$ cat src/verilog/pors_cfg.svh
`ifndef PORS_CFG_SVH
`define PORS_CFG_SVH
`define PORS_CLK_MHZ        125
`define PORS_CFG_TIME_US    450
`define PORS_BANK_DELAY_US  2
`define PORS_NUM_BANKS      4
`define PORS_COPY_CYCLES    1024
`define PORS_CLR_CYCLES     4
`endif

$ cat src/verilog/pors_pkg.sv
package pors_pkg;
  typedef enum logic [2:0] {
    PORS_WAIT_CORE,
    PORS_COPY,
    PORS_WAIT_BANKS,
    PORS_BANK_DELAY,
    PORS_CLEAR,
    PORS_USER
  } pors_state_t;

  typedef struct packed {
    logic ioHoldTristate;
    logic weakPullupEn;
    logic userRegClear;
    logic userMode;
  } pors_ctrl_t;
endpackage

$ cat src/verilog/pors_sequencer.sv
// Overview of operation
// - After power-up the block copies configuration into SRAM while every user pin is tri-stated with weak pull-ups.
// - On entering user mode the pin hold is dropped and pins belong to the user design.
// - In user mode the supply-good inputs are ignored, so a later drop does not restart configuration.
// - The configuration copy starts when the core supply-good input shows the download threshold.
// - Copy and entry to user mode finish within the configuration time counted from the threshold.
// - User mode also waits for every I/O bank supply-good input.
// - With core and banks good together, user mode comes within the configuration time.
// - If the last bank comes good after the configuration time, user mode comes two microseconds after it.
// - After a core supply drop before user mode the full copy restarts and operation resumes within the configuration time.
// - After the copy all user registers are cleared and released before the pin hold is released.
// - With the clear pin option enabled the register clear follows that pin and may end after the pins are released.
// - With the output-enable pin option enabled the outputs stay tri-stated while that pin holds them off.
`timescale 1ns/1ps
`default_nettype none
`include "pors_cfg.svh"
module pors_sequencer #(
  parameter int NUM_BANKS   = `PORS_NUM_BANKS,
  parameter int COPY_CYCLES = `PORS_COPY_CYCLES,
  parameter int CFG_CYCLES  = `PORS_CFG_TIME_US * `PORS_CLK_MHZ,
  parameter int BANK_CYCLES = `PORS_BANK_DELAY_US * `PORS_CLK_MHZ,
  parameter int CLR_CYCLES  = `PORS_CLR_CYCLES
) (
  input  wire logic                 sys_clk,
  input  wire logic                 nrst,
  input  wire logic                 coreSupplyGood,
  input  wire logic [NUM_BANKS-1:0] ioBankSupplyGood,
  input  wire logic                 clearPinEnable,
  input  wire logic                 deviceWideClearPinN,
  input  wire logic                 outputEnablePinEnable,
  input  wire logic                 deviceWideOutputEnablePin,
  output var  pors_pkg::pors_ctrl_t ctrl,
  output logic                      configCopyActive,
  output logic                      userIoOeN
);
  import pors_pkg::*;

  localparam int CW = 24;
  // Edges from leaving the bank wait to user mode being visible
  localparam int USER_LAT = CLR_CYCLES + 1;

  // ****************************************************************
  // Reset and input synchronisers
  // ****************************************************************
  logic                 rstMeta_r;
  logic                 rstN_r;
  logic                 coreGood;
  logic [NUM_BANKS-1:0] bankGood;
  logic                 clrPinN;
  logic                 oePin;

  initial begin
    if (NUM_BANKS < 1 || COPY_CYCLES < 1 || BANK_CYCLES < 1 ||
        CLR_CYCLES < 1 || CFG_CYCLES <= COPY_CYCLES + CLR_CYCLES ||
        CFG_CYCLES >= (1 << CW)) begin
      $error("pors_sequencer parameters out of range");
    end
  end

  always_ff @(posedge sys_clk or negedge nrst) begin
    if (!nrst) begin
      rstMeta_r <= 1'b0;
      rstN_r    <= 1'b0;
    end else begin
      rstMeta_r <= 1'b1;
      rstN_r    <= rstMeta_r;
    end
  end

  pors_sync #(.WIDTH(NUM_BANKS + 3)) uSync (
    .sys_clk (sys_clk),
    .rstN    (rstN_r),
    .asyncIn ({coreSupplyGood, ioBankSupplyGood,
               deviceWideClearPinN, deviceWideOutputEnablePin}),
    .syncOut ({coreGood, bankGood, clrPinN, oePin})
  );

  // ****************************************************************
  // Sequencer
  // ****************************************************************
  pors_state_t    state_r;
  pors_state_t    state_nxt;
  logic [CW-1:0]  phase_r;
  logic [CW-1:0]  phase_nxt;
  logic [CW-1:0]  total_r;
  logic [CW-1:0]  total_nxt;
  pors_ctrl_t     ctrl_r;
  pors_ctrl_t     ctrl_nxt;
  logic           copy_r;
  logic           copy_nxt;
  logic           oeN_r;
  logic           oeN_nxt;
  logic           allBanks;

  assign allBanks = &bankGood;

  always_comb begin
    state_nxt = state_r;
    phase_nxt = phase_r + 1'b1;
    total_nxt = (total_r == CW'(CFG_CYCLES)) ? total_r : total_r + 1'b1;
    case (state_r)
      PORS_WAIT_CORE: begin
        phase_nxt = '0;
        total_nxt = '0;
        if (coreGood) begin
          state_nxt = PORS_COPY;
        end
      end
      PORS_COPY: begin
        if (phase_r == CW'(COPY_CYCLES - 1)) begin
          phase_nxt = '0;
          state_nxt = PORS_WAIT_BANKS;
        end
      end
      PORS_WAIT_BANKS: begin
        phase_nxt = '0;
        if (allBanks) begin
          // late banks still need the bank settling delay
          state_nxt = (total_r == CW'(CFG_CYCLES)) ? PORS_BANK_DELAY
                                                   : PORS_CLEAR;
        end
      end
      PORS_BANK_DELAY: begin
        if (phase_r == CW'(BANK_CYCLES - CLR_CYCLES - 1) ||
            BANK_CYCLES <= CLR_CYCLES) begin
          phase_nxt = '0;
          state_nxt = PORS_CLEAR;
        end
      end
      PORS_CLEAR: begin
        if (phase_r == CW'(CLR_CYCLES - 1)) begin
          phase_nxt = '0;
          state_nxt = PORS_USER;
        end
      end
      PORS_USER: begin
        phase_nxt = '0;
        total_nxt = total_r; // supplies no longer watched
      end
      default: begin
        state_nxt = PORS_WAIT_CORE;
      end
    endcase
    // Supplies are watched only until user mode, so a core loss here restarts
    if (state_r != PORS_USER && state_r != PORS_WAIT_CORE && !coreGood) begin
      state_nxt = PORS_WAIT_CORE;
    end
  end

  always_comb begin
    ctrl_nxt.userMode       = (state_nxt == PORS_USER);
    ctrl_nxt.ioHoldTristate = !ctrl_nxt.userMode;
    ctrl_nxt.weakPullupEn   = !ctrl_nxt.userMode;
    // Unless the enabled clear pin holds them, registers are released while the pins are still held
    ctrl_nxt.userRegClear   = (state_nxt != PORS_USER &&
                               state_nxt != PORS_CLEAR) ||
                              (state_nxt == PORS_CLEAR &&
                               phase_nxt != CW'(CLR_CYCLES - 1)) ||
                              (clearPinEnable && !clrPinN);
    copy_nxt = (state_nxt == PORS_COPY);
    oeN_nxt  = !ctrl_nxt.userMode ||
               (outputEnablePinEnable && !oePin);
  end

  always_ff @(posedge sys_clk or negedge rstN_r) begin
    if (!rstN_r) begin
      state_r <= PORS_WAIT_CORE;
      phase_r <= '0;
      total_r <= '0;
      ctrl_r  <= '{ioHoldTristate: 1'b1, weakPullupEn: 1'b1,
                   userRegClear: 1'b1, userMode: 1'b0};
      copy_r  <= 1'b0;
      oeN_r   <= 1'b1;
    end else begin
      state_r <= state_nxt;
      phase_r <= phase_nxt;
      total_r <= total_nxt;
      ctrl_r  <= ctrl_nxt;
      copy_r  <= copy_nxt;
      oeN_r   <= oeN_nxt;
    end
  end

  assign ctrl             = ctrl_r;
  assign configCopyActive = copy_r;
  assign userIoOeN        = oeN_r;

  // ****************************************************************
  // Checks
  // ****************************************************************
  a_hold_until_user: assert property (
    @(posedge sys_clk) disable iff (!rstN_r)
    !ctrl_r.userMode |-> ctrl_r.ioHoldTristate && ctrl_r.weakPullupEn && oeN_r)
    else $error("pins not held before user mode");
  a_release_in_user: assert property (
    @(posedge sys_clk) disable iff (!rstN_r)
    ctrl_r.userMode |-> !ctrl_r.ioHoldTristate && !ctrl_r.weakPullupEn)
    else $error("pins still held in user mode");
  a_user_sticky: assert property (
    @(posedge sys_clk) disable iff (!rstN_r)
    ctrl_r.userMode |=> ctrl_r.userMode)
    else $error("user mode left on supply change");
  a_copy_start: assert property (
    @(posedge sys_clk) disable iff (!rstN_r)
    state_r == PORS_WAIT_CORE && coreGood |=> state_r == PORS_COPY ##1 copy_r)
    else $error("copy did not start on core good");
  a_bank_gate: assert property (
    @(posedge sys_clk) disable iff (!rstN_r)
    $rose(ctrl_r.userMode) |-> $past(allBanks, 2))
    else $error("user mode without all banks");
  a_user_time: assert property (
    @(posedge sys_clk) disable iff (!rstN_r)
    state_r == PORS_WAIT_BANKS && allBanks && total_r != CW'(CFG_CYCLES)
    |-> ##[1:USER_LAT] ctrl_r.userMode)
    else $error("user mode later than configuration time");
  a_late_bank: assert property (
    @(posedge sys_clk) disable iff (!rstN_r)
    state_r == PORS_WAIT_BANKS && allBanks && total_r == CW'(CFG_CYCLES)
    |=> state_r == PORS_BANK_DELAY)
    else $error("late bank delay skipped");
  a_core_loss: assert property (
    @(posedge sys_clk) disable iff (!rstN_r)
    state_r != PORS_USER && state_r != PORS_WAIT_CORE && !coreGood
    |=> state_r == PORS_WAIT_CORE)
    else $error("core loss did not restart the copy");
  a_clear_order: assert property (
    @(posedge sys_clk) disable iff (!rstN_r)
    $rose(ctrl_r.userMode) && !clearPinEnable |-> !ctrl_r.userRegClear &&
    !$past(ctrl_r.userRegClear))
    else $error("clear released after pins");
  a_clear_pin: assert property (
    @(posedge sys_clk) disable iff (!rstN_r)
    ctrl_r.userMode && clearPinEnable && !clrPinN |=> ctrl_r.userRegClear)
    else $error("clear pin ignored");
  a_oe_pin: assert property (
    @(posedge sys_clk) disable iff (!rstN_r)
    outputEnablePinEnable && !oePin |=> oeN_r)
    else $error("output enable pin ignored");
endmodule
`default_nettype wire

$ cat src/verilog/pors_sync.sv
`timescale 1ns/1ps
`default_nettype none
module pors_sync #(
  parameter int WIDTH = 1
) (
  input  wire logic             sys_clk,
  input  wire logic             rstN,
  input  wire logic [WIDTH-1:0] asyncIn,
  output logic      [WIDTH-1:0] syncOut
);
  logic [WIDTH-1:0] stage1_r;
  logic [WIDTH-1:0] stage2_r;

  initial begin
    if (WIDTH < 1) begin
      $error("pors_sync needs WIDTH of at least one");
    end
  end

  always_ff @(posedge sys_clk or negedge rstN) begin
    if (!rstN) begin
      stage1_r <= '0;
      stage2_r <= '0;
    end else begin
      stage1_r <= asyncIn;
      stage2_r <= stage1_r;
    end
  end

  assign syncOut = stage2_r;
endmodule
`default_nettype wire
$ cat config.mk
export PLATFORM = sky130hd
export DESIGN_NAME = pors_sequencer
export DESIGN_NICKNAME = d
export VERILOG_FILES = /design/src/verilog/pors_pkg.sv /design/src/verilog/pors_sequencer.sv /design/src/verilog/pors_sync.sv
export VERILOG_INCLUDE_DIRS = /design/src /design/src/verilog
export SDC_FILE = /design/constraint.sdc
export NUM_CORES = 1
export LEC_CHECK = 0
export BUFFER_PORTS_ARGS = -buffer_cell sky130_fd_sc_hd__buf_4
export CAP_MARGIN = 30
export CORE_MARGIN = 2
export CORE_UTILIZATION = 45
export CTS_CLUSTER_DIAMETER = 60
export DETAILED_ROUTE_END_ITERATION = 10
export PLACE_DENSITY_LB_ADDON = 0.05
export SYNTH_ARGS = -nofsm -noshare
export SYNTH_HDL_FRONTEND = slang
export SYNTH_SLANG_ARGS = --single-unit
$ cat constraint.sdc
create_clock -name sys_clk -period 2.5 [get_ports sys_clk]
set_input_delay 0.125 -clock sys_clk [delete_from_list [all_inputs] [get_ports sys_clk]]
set_output_delay 0.125 -clock sys_clk [all_outputs]
set_load 0.01 [all_outputs]
# Word-level counts from Yosys, hierarchy flattened
# Cells that the tools add are included.
# W data, S select, Z words.
[word_totals]
wordCells = 64
output_inout_bits = 6
in_bits = 11
latchBits = 0
memories = 0
rom_bits = 0
mem_bits_rw = 0
regBits = 72
[classes]
multipliers = 0
eq_ne = 17
n_shift = 0
div_mod_pow = 0
n_mux = 14
n_reduce_logical = 18
addsub = 2
n_lt_le_gt_ge = 0
bitwise_logic = 1
[op_table]
columns = ["operator", "n"]
rows = [
  ["$mux W24", 4],
  ["$pmux W24 S4", 1],
  ["$add A24 B1 Y24 const B", 2],
  ["$pmux W24 S2", 1],
  ["$eq A24 B10 Y1 const B", 1],
  ["$eq A24 B16 Y1 const B", 1],
  ["$eq A24 B2 Y1 const B", 1],
  ["$eq A24 B8 Y1 const B", 1],
  ["$ne A24 B2 Y1 const B", 1],
  ["$mux W3", 7],
  ["$pmux W3 S6", 1],
  ["$eq A3 B3 Y1 const B", 4],
  ["$ne A3 B3 Y1 const B", 3],
  ["$eq A3 B1 Y1 const B", 2],
  ["$eq A3 B2 Y1 const B", 2],
  ["$logic_and A1 B1 Y1", 6],
  ["$logic_not A1 Y1", 4],
  ["$reduce_and A4 Y1", 1],
  ["$logic_not A3 Y1", 1],
  ["$logic_or A1 B1 Y1", 3],
  ["$reduce_bool A3 Y1", 1],
  ["$reduce_or A3 Y1", 1],
  ["$ne A2 B1 Y1 const B", 1],
  ["$reduce_and A2 Y1", 1],
  ["$not A1 Y1", 1],
]

# Longest topological paths before layout
# Gate-level depths: netlist of the first run.
[depth]
ltp_word = 9
ltp_mapped = 9

# By module
# Synthesis of the first run repeated with hierarchy kept, for this count alone.
[hier_totals]
hier_cells = 371
area_unflattened_um2 = 3643.5
[modules_own_cells]
columns = ["mod", "cells_each", "n_inst", "area_per_inst_um2", "seq_area_each_um2"]
rows = [
  ["pors_sequencer", 357, 1, 3293.2, 1455.1],
  ["pors_sync", 14, 1, 350.3, 350.3],
]

# Worst setup path after synthesis of the first run
# No wires, ideal clock.
[synth_path]
path_kind = "register to register"
startpoint = "register total_r[18]"
endpoint = "register total_r[2]"
setup_ns = 0.132
required_time_ns = 2.368
t_arrival_ns = 2.112
slack_ns = 0.257
path_stages_with_launch = 8
path_cell_list = "dfrtp_1 -> or4b_4 -> nor4_4 -> a22oi_2 -> o21ai_2 -> buf_6 -> xor2_1 -> nor2_1"
[synth_between]
elab_chain_cells = 3
[synth_lines]
columns = ["element", "line", "source"]
rows = [
  ["start, declared", "pors_sequencer.sv:85", "logic [CW-1:0] total_r;"],
  ["start signal, assigned", "pors_sequencer.sv:177", "total_r <= total_nxt;"],
  ["$eq A24 B16 Y1", "pors_sequencer.sv:100", "total_nxt = (total_r == CW'(CFG_CYCLES)) ? total_r : total_r + 1'b1;"],
  ["$ne A2 B1 Y1 (no line)", "-", ""],
  ["$reduce_and A2 Y1 (no line)", "-", ""],
]
# No other way between the ends.
# A chain may end at the register's enable or synchronous reset.

==> run metrics, run 1 <==
H-tree depth 3; Commonest cells post-synth dfrtp_1, nor2_1, nand2_1; Via density 5.624; Reg clk slew, reported paths 90 ps; Critical Path End Type flop; share of layout cells above drive strength 1 21.43%; R2R Path Start total_r[21]$_DFFE_PN0P_; Hold Vio Cnt, Final 0; Top FF cell, synth dfrtp_1; Worst Setup EP ctrl[1]$_DFF_PN1_; crit-path cells or4b_4 -> nor4_4 -> buf_4 -> a21boi_0 -> o21ai_1 -> nor4_1 -> a2bb2oi_1; CTS buffer count 9; Tcrit/Tclk final 95.08%; R2R cell count 7; leading post-synthesis cells by cell area dfrtp_1, nor2_1, xnor2_1, xor2_1, or4_1; setup TNS 0 ps; startpoint types flop; global route overflow 0; post-synth top area share 44.42%; Crit path required time 2760 ps; register area share after synthesis 46.44%; CP Class reg2reg; utilization after layout 55.99%; Yosys reg bits 72; DRC viols 0; status completed; FF-to-FF End ctrl[1]$_DFF_PN1_; Fin Hold WS 84.64 ps; Yosys warnings 0; area leader, netlist dfrtp_1; Worst Max-Slew Pin Slew 631.4 ps; Final #Nets 459; Synth cell types 69; EDFF count, synth 0; Gate Count Post-Synth 390; Final Power 2387 uW; Hold WC Path Type in2async; Max transition margin 56.82%; Routed Antenna Nets 0; Final setup viols 0; ys async rst share 100.0%; fmax 420.7 MHz; 1st-iter DRT viols 200; CP arrival 2640 ps; Pleak 0.001922 uW; post-route setup slack 122.9 ps; diode count 0; IO Port Bufs 16; CTS tree done; Synth Area per Inst 9.968 um2; Clock Tree Root clkbuf_8; maxcap violations 0; # fillers 733; core area 0.008299 mm2; Sink Count 72; Total Wirelength 8.346 mm; io pins 17; most frequent cell after synthesis dfrtp_1; Rows 33; GPL Wtd Cong 0.8063; Critical Path Max Stage Delay 570 ps; R2R setup slack 120 ps; via count 3110; synthesized net count 406; crit path from total_r[21]$_DFFE_PN0P_; Die Ht 96.95 um; DRT Pass-1 Iters 5; pin count of the biggest net entering global routing 71; Area Overhead vs Synth 19.54%; Critical Path Stages 7; initial antenna violation count 0; Crit Path Max Fanout 5; CP delay by family, top simple AND/OR/NAND/NOR gates; clock buffer depth 2; Pins Over Slew Limit 0; Setup Skew 10.39 ps; shortest period the worst path allows 2377 ps; unrepaired setup endpoints after global routing no; Synth Cell Area 0.003887 mm2; post-DP HPWL 5.801 mm; Peak VDD IR 392.3 uV; Initial Util 46.84%; clock latency on the worst-skew pair 350 ps; Die Width 96.95 um; critical path buffer and inverter count 1; CP max-delay cell or4b_4; Place WS 79.87 ps; GRT Overall Usage 18.86%; number of global-route vias before repair 3052; Die Area 0.009398 mm2; Power Density 513.7 mW/mm2; first-pass GRT wire length 14.53 mm; WL per Instance 15.09 um
-- what timing repair did --
item,CTS,global route
pin swaps,0,3
hold buffers,9,0
buffers inserted,0,3
endpoints found under the setup margin,1,13
endpoints found under the hold margin,10,0
resized for setup,1,3
-- cell type report --
class	instances	area (um2)	area share, %
inverter	18	67.56	1.454
tap	105	131.4	2.827
clock inverter	7	103.9	2.235
sequential	72	1808	38.91
multi-input combinational	281	1919	41.30
timing repair buffer	61	493.0	10.61
clock buffer	9	123.9	2.666
-- worst reg2reg max path, stage by stage, from the launching register on --
cell and delay, ps:
dfrtp_1 420, or4b_4 570, nor4_4 400, buf_4 200, a21boi_0 120, o21ai_1 320, nor4_1 100, a2bb2oi_1 170
-- metrics by stage --
step / cell area, um2 / std cells
after detailed placement: 4295 / 525
after CTS: 4613 / 550
after global placement: 4295 / 525
after floorplan: 3887 / 390
after global routing: 4647 / 553
final: 4647 / 553
-- state kept, by name, indices dropped and copies added (netlist names), 3 cells and up --
signal	flops
phase_r	24
total_r	24
uSync.stage1_r	7
uSync.syncOut	7
ctrl	3
state_r	3
-- worst min-delay path by stage --
| stage | to | depth (start not counted) |
|---|---|---|
| floorplan | rstMeta_r$_DFF_PN0_ | 0 |
| global placement | rstMeta_r$_DFF_PN0_ | 1 |
| detailed placement | rstMeta_r$_DFF_PN0_ | 1 |
| CTS | rstN_r$_DFF_PN0_ | 2 |
| global route | rstMeta_r$_DFF_PN0_ | 2 |
| finish | rstN_r$_DFF_PN0_ | 2 |
-- kinds of logic after synthesis --
kind of cell | synth area share [%]
simple gates | 25.88
flops | 46.44
compound gates | 13.52
buf+inv | 4.441
xor+xnor | 6.984
fa+ha+maj | 1.609
mux | 1.030
other cells | 0.09646
-- power breakdown --
group	internal, uW	switching, uW	leakage (uW)
logic	60.7	85.7	0.000861
clock network	574	467	0.000114
registers	1190	13.8	0.000946
-- cell usage in the layout (no fill, tap or decap), types with 10 or more instances in the layout --
cell type and count:
xor2_1 14, nand3_1 19, a21oi_1 15, nor2_1 40
nand2_1 24, or4_1 16, inv_1 18, buf_4 51
o31ai_1 12, dfrtp_1 67, xnor2_1 17, nor3_1 10
-- routing by layer --
| metal | up-vias | share of wire, % | global-route usage, % |
|---|---|---|---|
| li1 | 1523 | - | - |
| met1 | 1511 | 51 | 28.22 |
| met2 | 66 | 44 | 28.04 |
| met3 | 10 | 3.7 | 2.457 |
| met4 | 0 | 1.4 | 6.826 |
| met5 | - | 0 | 0 |
Note: power is estimated with default switching activity, not from simulation.
==> inputs of run 2 (changes only) <==
--- a/config.mk
+++ b/config.mk
@@ -6,6 +6,7 @@
 export SDC_FILE = /design/constraint.sdc
 export NUM_CORES = 1
 export LEC_CHECK = 0
+export ABC_AREA = 1
 export BUFFER_PORTS_ARGS = -buffer_cell sky130_fd_sc_hd__buf_4
 export CAP_MARGIN = 30
 export CORE_MARGIN = 2
==> run metrics, run 2 <==
Critical Path End Type flop; Routed Antenna Nets 0; Pleak 0.002018 uW; Sink Count 72; Synth Cell Area 0.004040 mm2; Crit Path Max Fanout 13; most frequent cell after synthesis nand2_1; register area share after synthesis 44.69%; Synth cell types 36; Via density 5.098; Power Density 595.8 mW/mm2; core area 0.008721 mm2; shortest period the worst path allows 2233 ps; Die Width 98.75 um; unrepaired setup endpoints after global routing no; startpoint types flop; post-synth top area share 42.74%; setup TNS 0 ps; fmax 447.7 MHz; io pins 17; Final Power 2708 uW; Max transition margin 65.58%; post-CTS setup buffer count 0; Final #Nets 574; GRT Overall Usage 20.20%; Peak VDD IR 371.7 uV; Clock Tree Root clkbuf_8; Area Overhead vs Synth 12.48%; CP arrival 2510 ps; CTS buffer count 9; Yosys reg bits 72; WL per Instance 13.83 um; status completed; diode count 0; ys async rst share 100.0%; share of layout cells above drive strength 1 13.32%; GPL Wtd Cong 0.8956; IO Port Bufs 16; Crit path required time 2770 ps; maxcap violations 0; DRT Pass-1 Iters 5; post-DP HPWL 6.926 mm; pin count of the biggest net entering global routing 28; via count 3421; Worst Max-Slew Pin Slew 512.4 ps; commonest cells after routing, fill and taps aside nand2_1, nor2_1, dfrtp_1; Die Area 0.009752 mm2; area leader, netlist dfrtp_1; CTS tree done; Initial Util 46.33%; Tcrit/Tclk final 89.34%; Net Switching 937.9 uW; Hold Vio Cnt, Final 0; synthesized net count 542; Rows 34; clock latency on the worst-skew pair 350 ps; Place WS 265.6 ps; Final setup viols 0; biggest regs phase_r x24, total_r x24; Top FF cell, synth dfrtp_1; EDFF count, synth 0; Setup Skew 8.912 ps; 1st-iter DRT viols 252; H-tree depth 3; leading post-synthesis cells by cell area dfrtp_1, nand2_1, nor2_1, inv_1, xor2_1; initial antenna violation count 0; Hold WC Path Type in2reg; Flop pwr share 47.7%; Gate Count Post-Synth 526; Reg clk slew, reported paths 80 ps; Internal Dissipation 1770 uW; Combinational Power Share 21.6%; Die Ht 98.75 um; Synth Area per Inst 7.681 um2; post-route setup slack 266.6 ps; Pins Over Slew Limit 0; Fin Hold WS 38.66 ps; number of global-route vias before repair 3214; fraction of power spent switching nets 34.64%; Total Wirelength 9.278 mm; Clk pwr share 30.7%; first-pass GRT wire length 15.67 mm; DRC viols 0; Yosys warnings 0; global route overflow 0; clock buffer depth 2; CP Class reg2reg; Commonest cells post-synth nand2_1, nor2_1, dfrtp_1; most common cell after layout, fill and taps aside nand2_1
run 2: cell count changes in the layout (fill, tap and decap cells not counted), sizes merged, moves of 6 or more:
cell	delta
xnor2	-11
xor2	+6
nand2	+101
a21oi	-8
or3	-11
nand3	+12
inv	+47
buf	-30
o21ai	+8
nor2	+57
or4	-17
run 2: repair_timing:
| item | in CTS | in global routing |
|---|---|---|
| resized for setup | 0 | 0 |
| endpoints found under the hold margin | 10 | 0 |
| hold buffers | 9 | 0 |
run 2: power by group through the flow:
stage	sequential [uW]	combinational (uW)	clock [uW]
6_report	1290	585	831
5_1_grt	1310	665	921
4_1_cts	1290	595	860
3_5_place_dp	1310	580	0
3_3_place_gp	1310	576	0
2_1_floorplan	1320	391	0
run 2: kinds of logic (layout without fill, tap and decap cells):
kind of cell | Yosys count | count (layout) | share of synthesized area (%)
AOI/OAI and AO/OA | 50 | 50 | 7.495
xor gates and xnor gates | 26 | 26 | 5.822
adders and majority gates | 5 | 5 | 1.548
buffers and inverters | 77 | 114 | 7.680
DFF | 72 | 72 | 44.69
other | 1 | 1 | 0.09282
and+or+nand+nor | 295 | 295 | 32.67
run 2: worst paths after layout:
check	startpoint	end	slack, ps	depth (start not counted)
setup / recovery	phase_r[15]$_DFF_PN0_	ctrl[1]$_DFF_PN1_	270	14
hold / removal	outputEnablePinEnable	userIoOeN$_DFF_PN1_	40	3
setup reg to reg	phase_r[15]$_DFF_PN0_	ctrl[1]$_DFF_PN1_	270	14
hold reg to reg	rstN_r$_DFF_PN0_	uSync.stage1_r[3]$_DFF_PN0_	220	0
max in group asynchronous	rstN_r$_DFF_PN0_	ctrl[1]$_DFF_PN1_	1540	1
min in group asynchronous	nrst	rstN_r$_DFF_PN0_	80	2
run 2: metal layers:
metal | up-vias | GRT usage, % | share of wire [%]
met5 | - | 0 | 0
met4 | 0 | 5.479 | 1.0
met3 | 10 | 3.972 | 4.8
met2 | 84 | 28.74 | 42
met1 | 1578 | 31.36 | 52
li1 | 1749 | - | -
run 2: cell type report:
cell class | instances | area, um2
Multi-Input combinational cell | 377 | 1924
Inverter | 67 | 251.5
Sequential cell | 72 | 1807
Fill cell | 844 | 4177
Timing Repair Buffer | 31 | 255.2
Clock buffer | 9 | 123.9
Tap cell | 108 | 135.1
Clock inverter | 7 | 47.55
run 2: critical path, cell delays in order (launching register included):
cell	delay (ps)
dfrtp_1	460
nor2_1	120
nand2_1	80
nor2_1	240
nand3_1	190
nand2_2	120
nand2_2	60
nor2_4	300
a21oi_1	80
nor2_1	110
nand2_1	100
nor2_1	100
nand2_1	80
nand2_1	60
nand2_1	50
run 2: through the flow:
step                util, %  std cells  instance area, um2
CTS                   52.11        671                4544
global route          52.11        671                4544
global placement      49.11        646                4283
detailed placement    49.11        646                4283
finish                52.11        671                4544
floorplan                 -        526                4040
==> inputs of run 3 (changes only) <==
--- a/config.mk
+++ b/config.mk
@@ -11,6 +11,7 @@
 export CAP_MARGIN = 30
 export CORE_MARGIN = 2
 export CORE_UTILIZATION = 45
+export CTS_BUF_LIST = sky130_fd_sc_hd__clkbuf_16
 export CTS_CLUSTER_DIAMETER = 60
 export DETAILED_ROUTE_END_ITERATION = 10
 export PLACE_DENSITY_LB_ADDON = 0.05
==> run metrics, run 3 (synthesis gave the netlist of run 2 again) <==
Crit Path Max Fanout 13; setup TNS 0 ps; Die Width 98.75 um; core area 0.008721 mm2; first-pass GRT wire length 15.78 mm; Routed Antenna Nets 0; DRT Pass-1 Iters 5; Clk pwr share 38.7%; post-CTS setup buffer count 0; met2 routed WL 3.885 mm; Via density 5.116; Pins Over Slew Limit 0; initial antenna violation count 0; Pleak 0.002060 uW; unrepaired setup endpoints after global routing no; startpoint types flop; Die Ht 98.75 um; Die Area 0.009752 mm2; WL per Instance 13.89 um; crit-path most repeated cell nand2_1; R2R setup slack 270 ps; Setup Skew 7.603 ps; GPL Wtd Cong 0.8956; GRT Overall Usage 20.40%; fraction of power spent switching nets 31.97%; Clock Tree Root clkbuf_16; # fillers 842; pin count of the biggest net entering global routing 28; met1 wire length 4.825 mm; shortest period the worst path allows 2232 ps; number of global-route vias before repair 3237; R2R cell count 14; via count 3428; hold path start clearPinEnable; area of the multi-input gates 0.001924 mm2; Power Density 660.3 mW/mm2; R2R Path Start phase_r[15]$_DFF_PN0_; Design Area, Final 0.004636 mm2; Placed Instances 646; clock buffer depth 2; Post-CTS Hold Fix Bufs 8; Combinational Power Share 19.0%; Initial Util 46.33%; Critical Path Max Stage Delay 460 ps; Fin Hold WS 34.18 ps; DRC viols 0; Final setup viols 0; Final #Nets 573; Hold WC Path Type in2reg; Rows 34; Sink Count 72; FF-to-FF End ctrl[1]$_DFF_PN1_; Hold Path Sink ctrl[1]$_DFF_PN1_; io pins 17; CTS tree done; fmax 448.0 MHz; Top Layer Used met4; most common cell after layout, fill and taps aside nand2_1; Critical Path End Type flop; Area Overhead vs Synth 14.74%; IO Port Bufs 16; Peak VDD IR 371.6 uV; CTS buffer count 9; Total Wirelength 9.307 mm; CP Class reg2reg; Reg clk slew, reported paths 60 ps; status completed; share of layout cells above drive strength 1 13.35%; Flop pwr share 42.3%; Hold Vio Cnt, Final 0; biggest regs phase_r x24, total_r x24; diode count 0; 1st-iter DRT viols 236; final cell count without fillers 670; global route overflow 0; commonest cells after routing, fill and taps aside nand2_1, nor2_1, dfrtp_1; Crit path required time 2750 ps; Reg area 0.001807 mm2; H-tree depth 3; met3 WL post-DR 499 um; post-DP HPWL 6.926 mm; Net Switching 978.7 uW; Tcrit/Tclk final 89.28%; DP Area 0.004283 mm2; cts repair resizes 0; Worst Max-Slew Pin Slew 535.9 ps; CP max-delay cell dfrtp_1; crit-path cells nor2_1 -> nand2_1 -> nor2_1 -> nand3_1 -> nand2_2 -> nand2_2 -> nor2_4 -> a21oi_1 -> nor2_1 -> nand2_1 -> nor2_1 -> nand2_1 -> nand2_1 -> nand2_1; hold path cells 3; maxcap violations 0; clock latency on the worst-skew pair 330 ps; Max transition margin 64.00%; CP arrival 2480 ps; Internal Dissipation 2082 uW
==> run 3: per-stage QoR <==
stage	utilization (%)	power [uW]	setup slack (ps)
floorplan	-	1706	351.7
global placement	49.11	1888	311.4
detailed placement	49.11	1894	265.6
CTS	53.16	3108	248.2
global route	53.16	3248	41.17
finish	53.16	3061	268.0
==> run 3: routing by layer <==
metal  vias to the layer above  global-route usage (%)
met1                      1573                   31.42
met5                         -                       0
met3                         9                   3.972
met4                         0                   6.006
li1                       1752                       -
met2                        94                   29.11
==> run 3: worst max-delay path by stage <==
| stage | start | end | slack, ps | depth (start not counted) |
|---|---|---|---|---|
| after floorplan | rstN_r$_DFF_PN0_ | configCopyActive$_DFF_PN0_ | 350 | 0 |
| after global placement | phase_r[0]$_DFF_PN0_ | ctrl[1]$_DFF_PN1_ | 310 | 14 |
| after detailed placement | phase_r[0]$_DFF_PN0_ | ctrl[1]$_DFF_PN1_ | 270 | 14 |
| after CTS | phase_r[0]$_DFF_PN0_ | ctrl[1]$_DFF_PN1_ | 250 | 14 |
| after global routing | phase_r[0]$_DFF_PN0_ | ctrl[1]$_DFF_PN1_ | 40 | 14 |
| final | phase_r[15]$_DFF_PN0_ | ctrl[1]$_DFF_PN1_ | 270 | 14 |
==> run 3: critical path: cells and delay by family, from the launching register on <==
kind / cells / cell delay (ps)
flip-flops: 1 / 460
AND/OR/NAND/NOR: 13 / 1620
AO/OA/AOI/OAI: 1 / 80
==> run 3: final cells by class <==
type	instances	area share [%]
clock buffer	9	4.858
tap	108	2.915
timing repair buffer	30	5.290
clock inverter	7	1.026
sequential	72	38.97
inverter	67	5.425
multi-input combinational	377	41.51
==> run 3: power by group through the flow <==
stage | Sequential (uW) | Combinational, uW | Clock [uW]
6_report | 1290 | 581 | 1190
5_1_grt | 1310 | 664 | 1280
4_1_cts | 1290 | 594 | 1220
3_5_place_dp | 1310 | 580 | 0
3_3_place_gp | 1310 | 576 | 0
2_1_floorplan | 1320 | 391 | 0
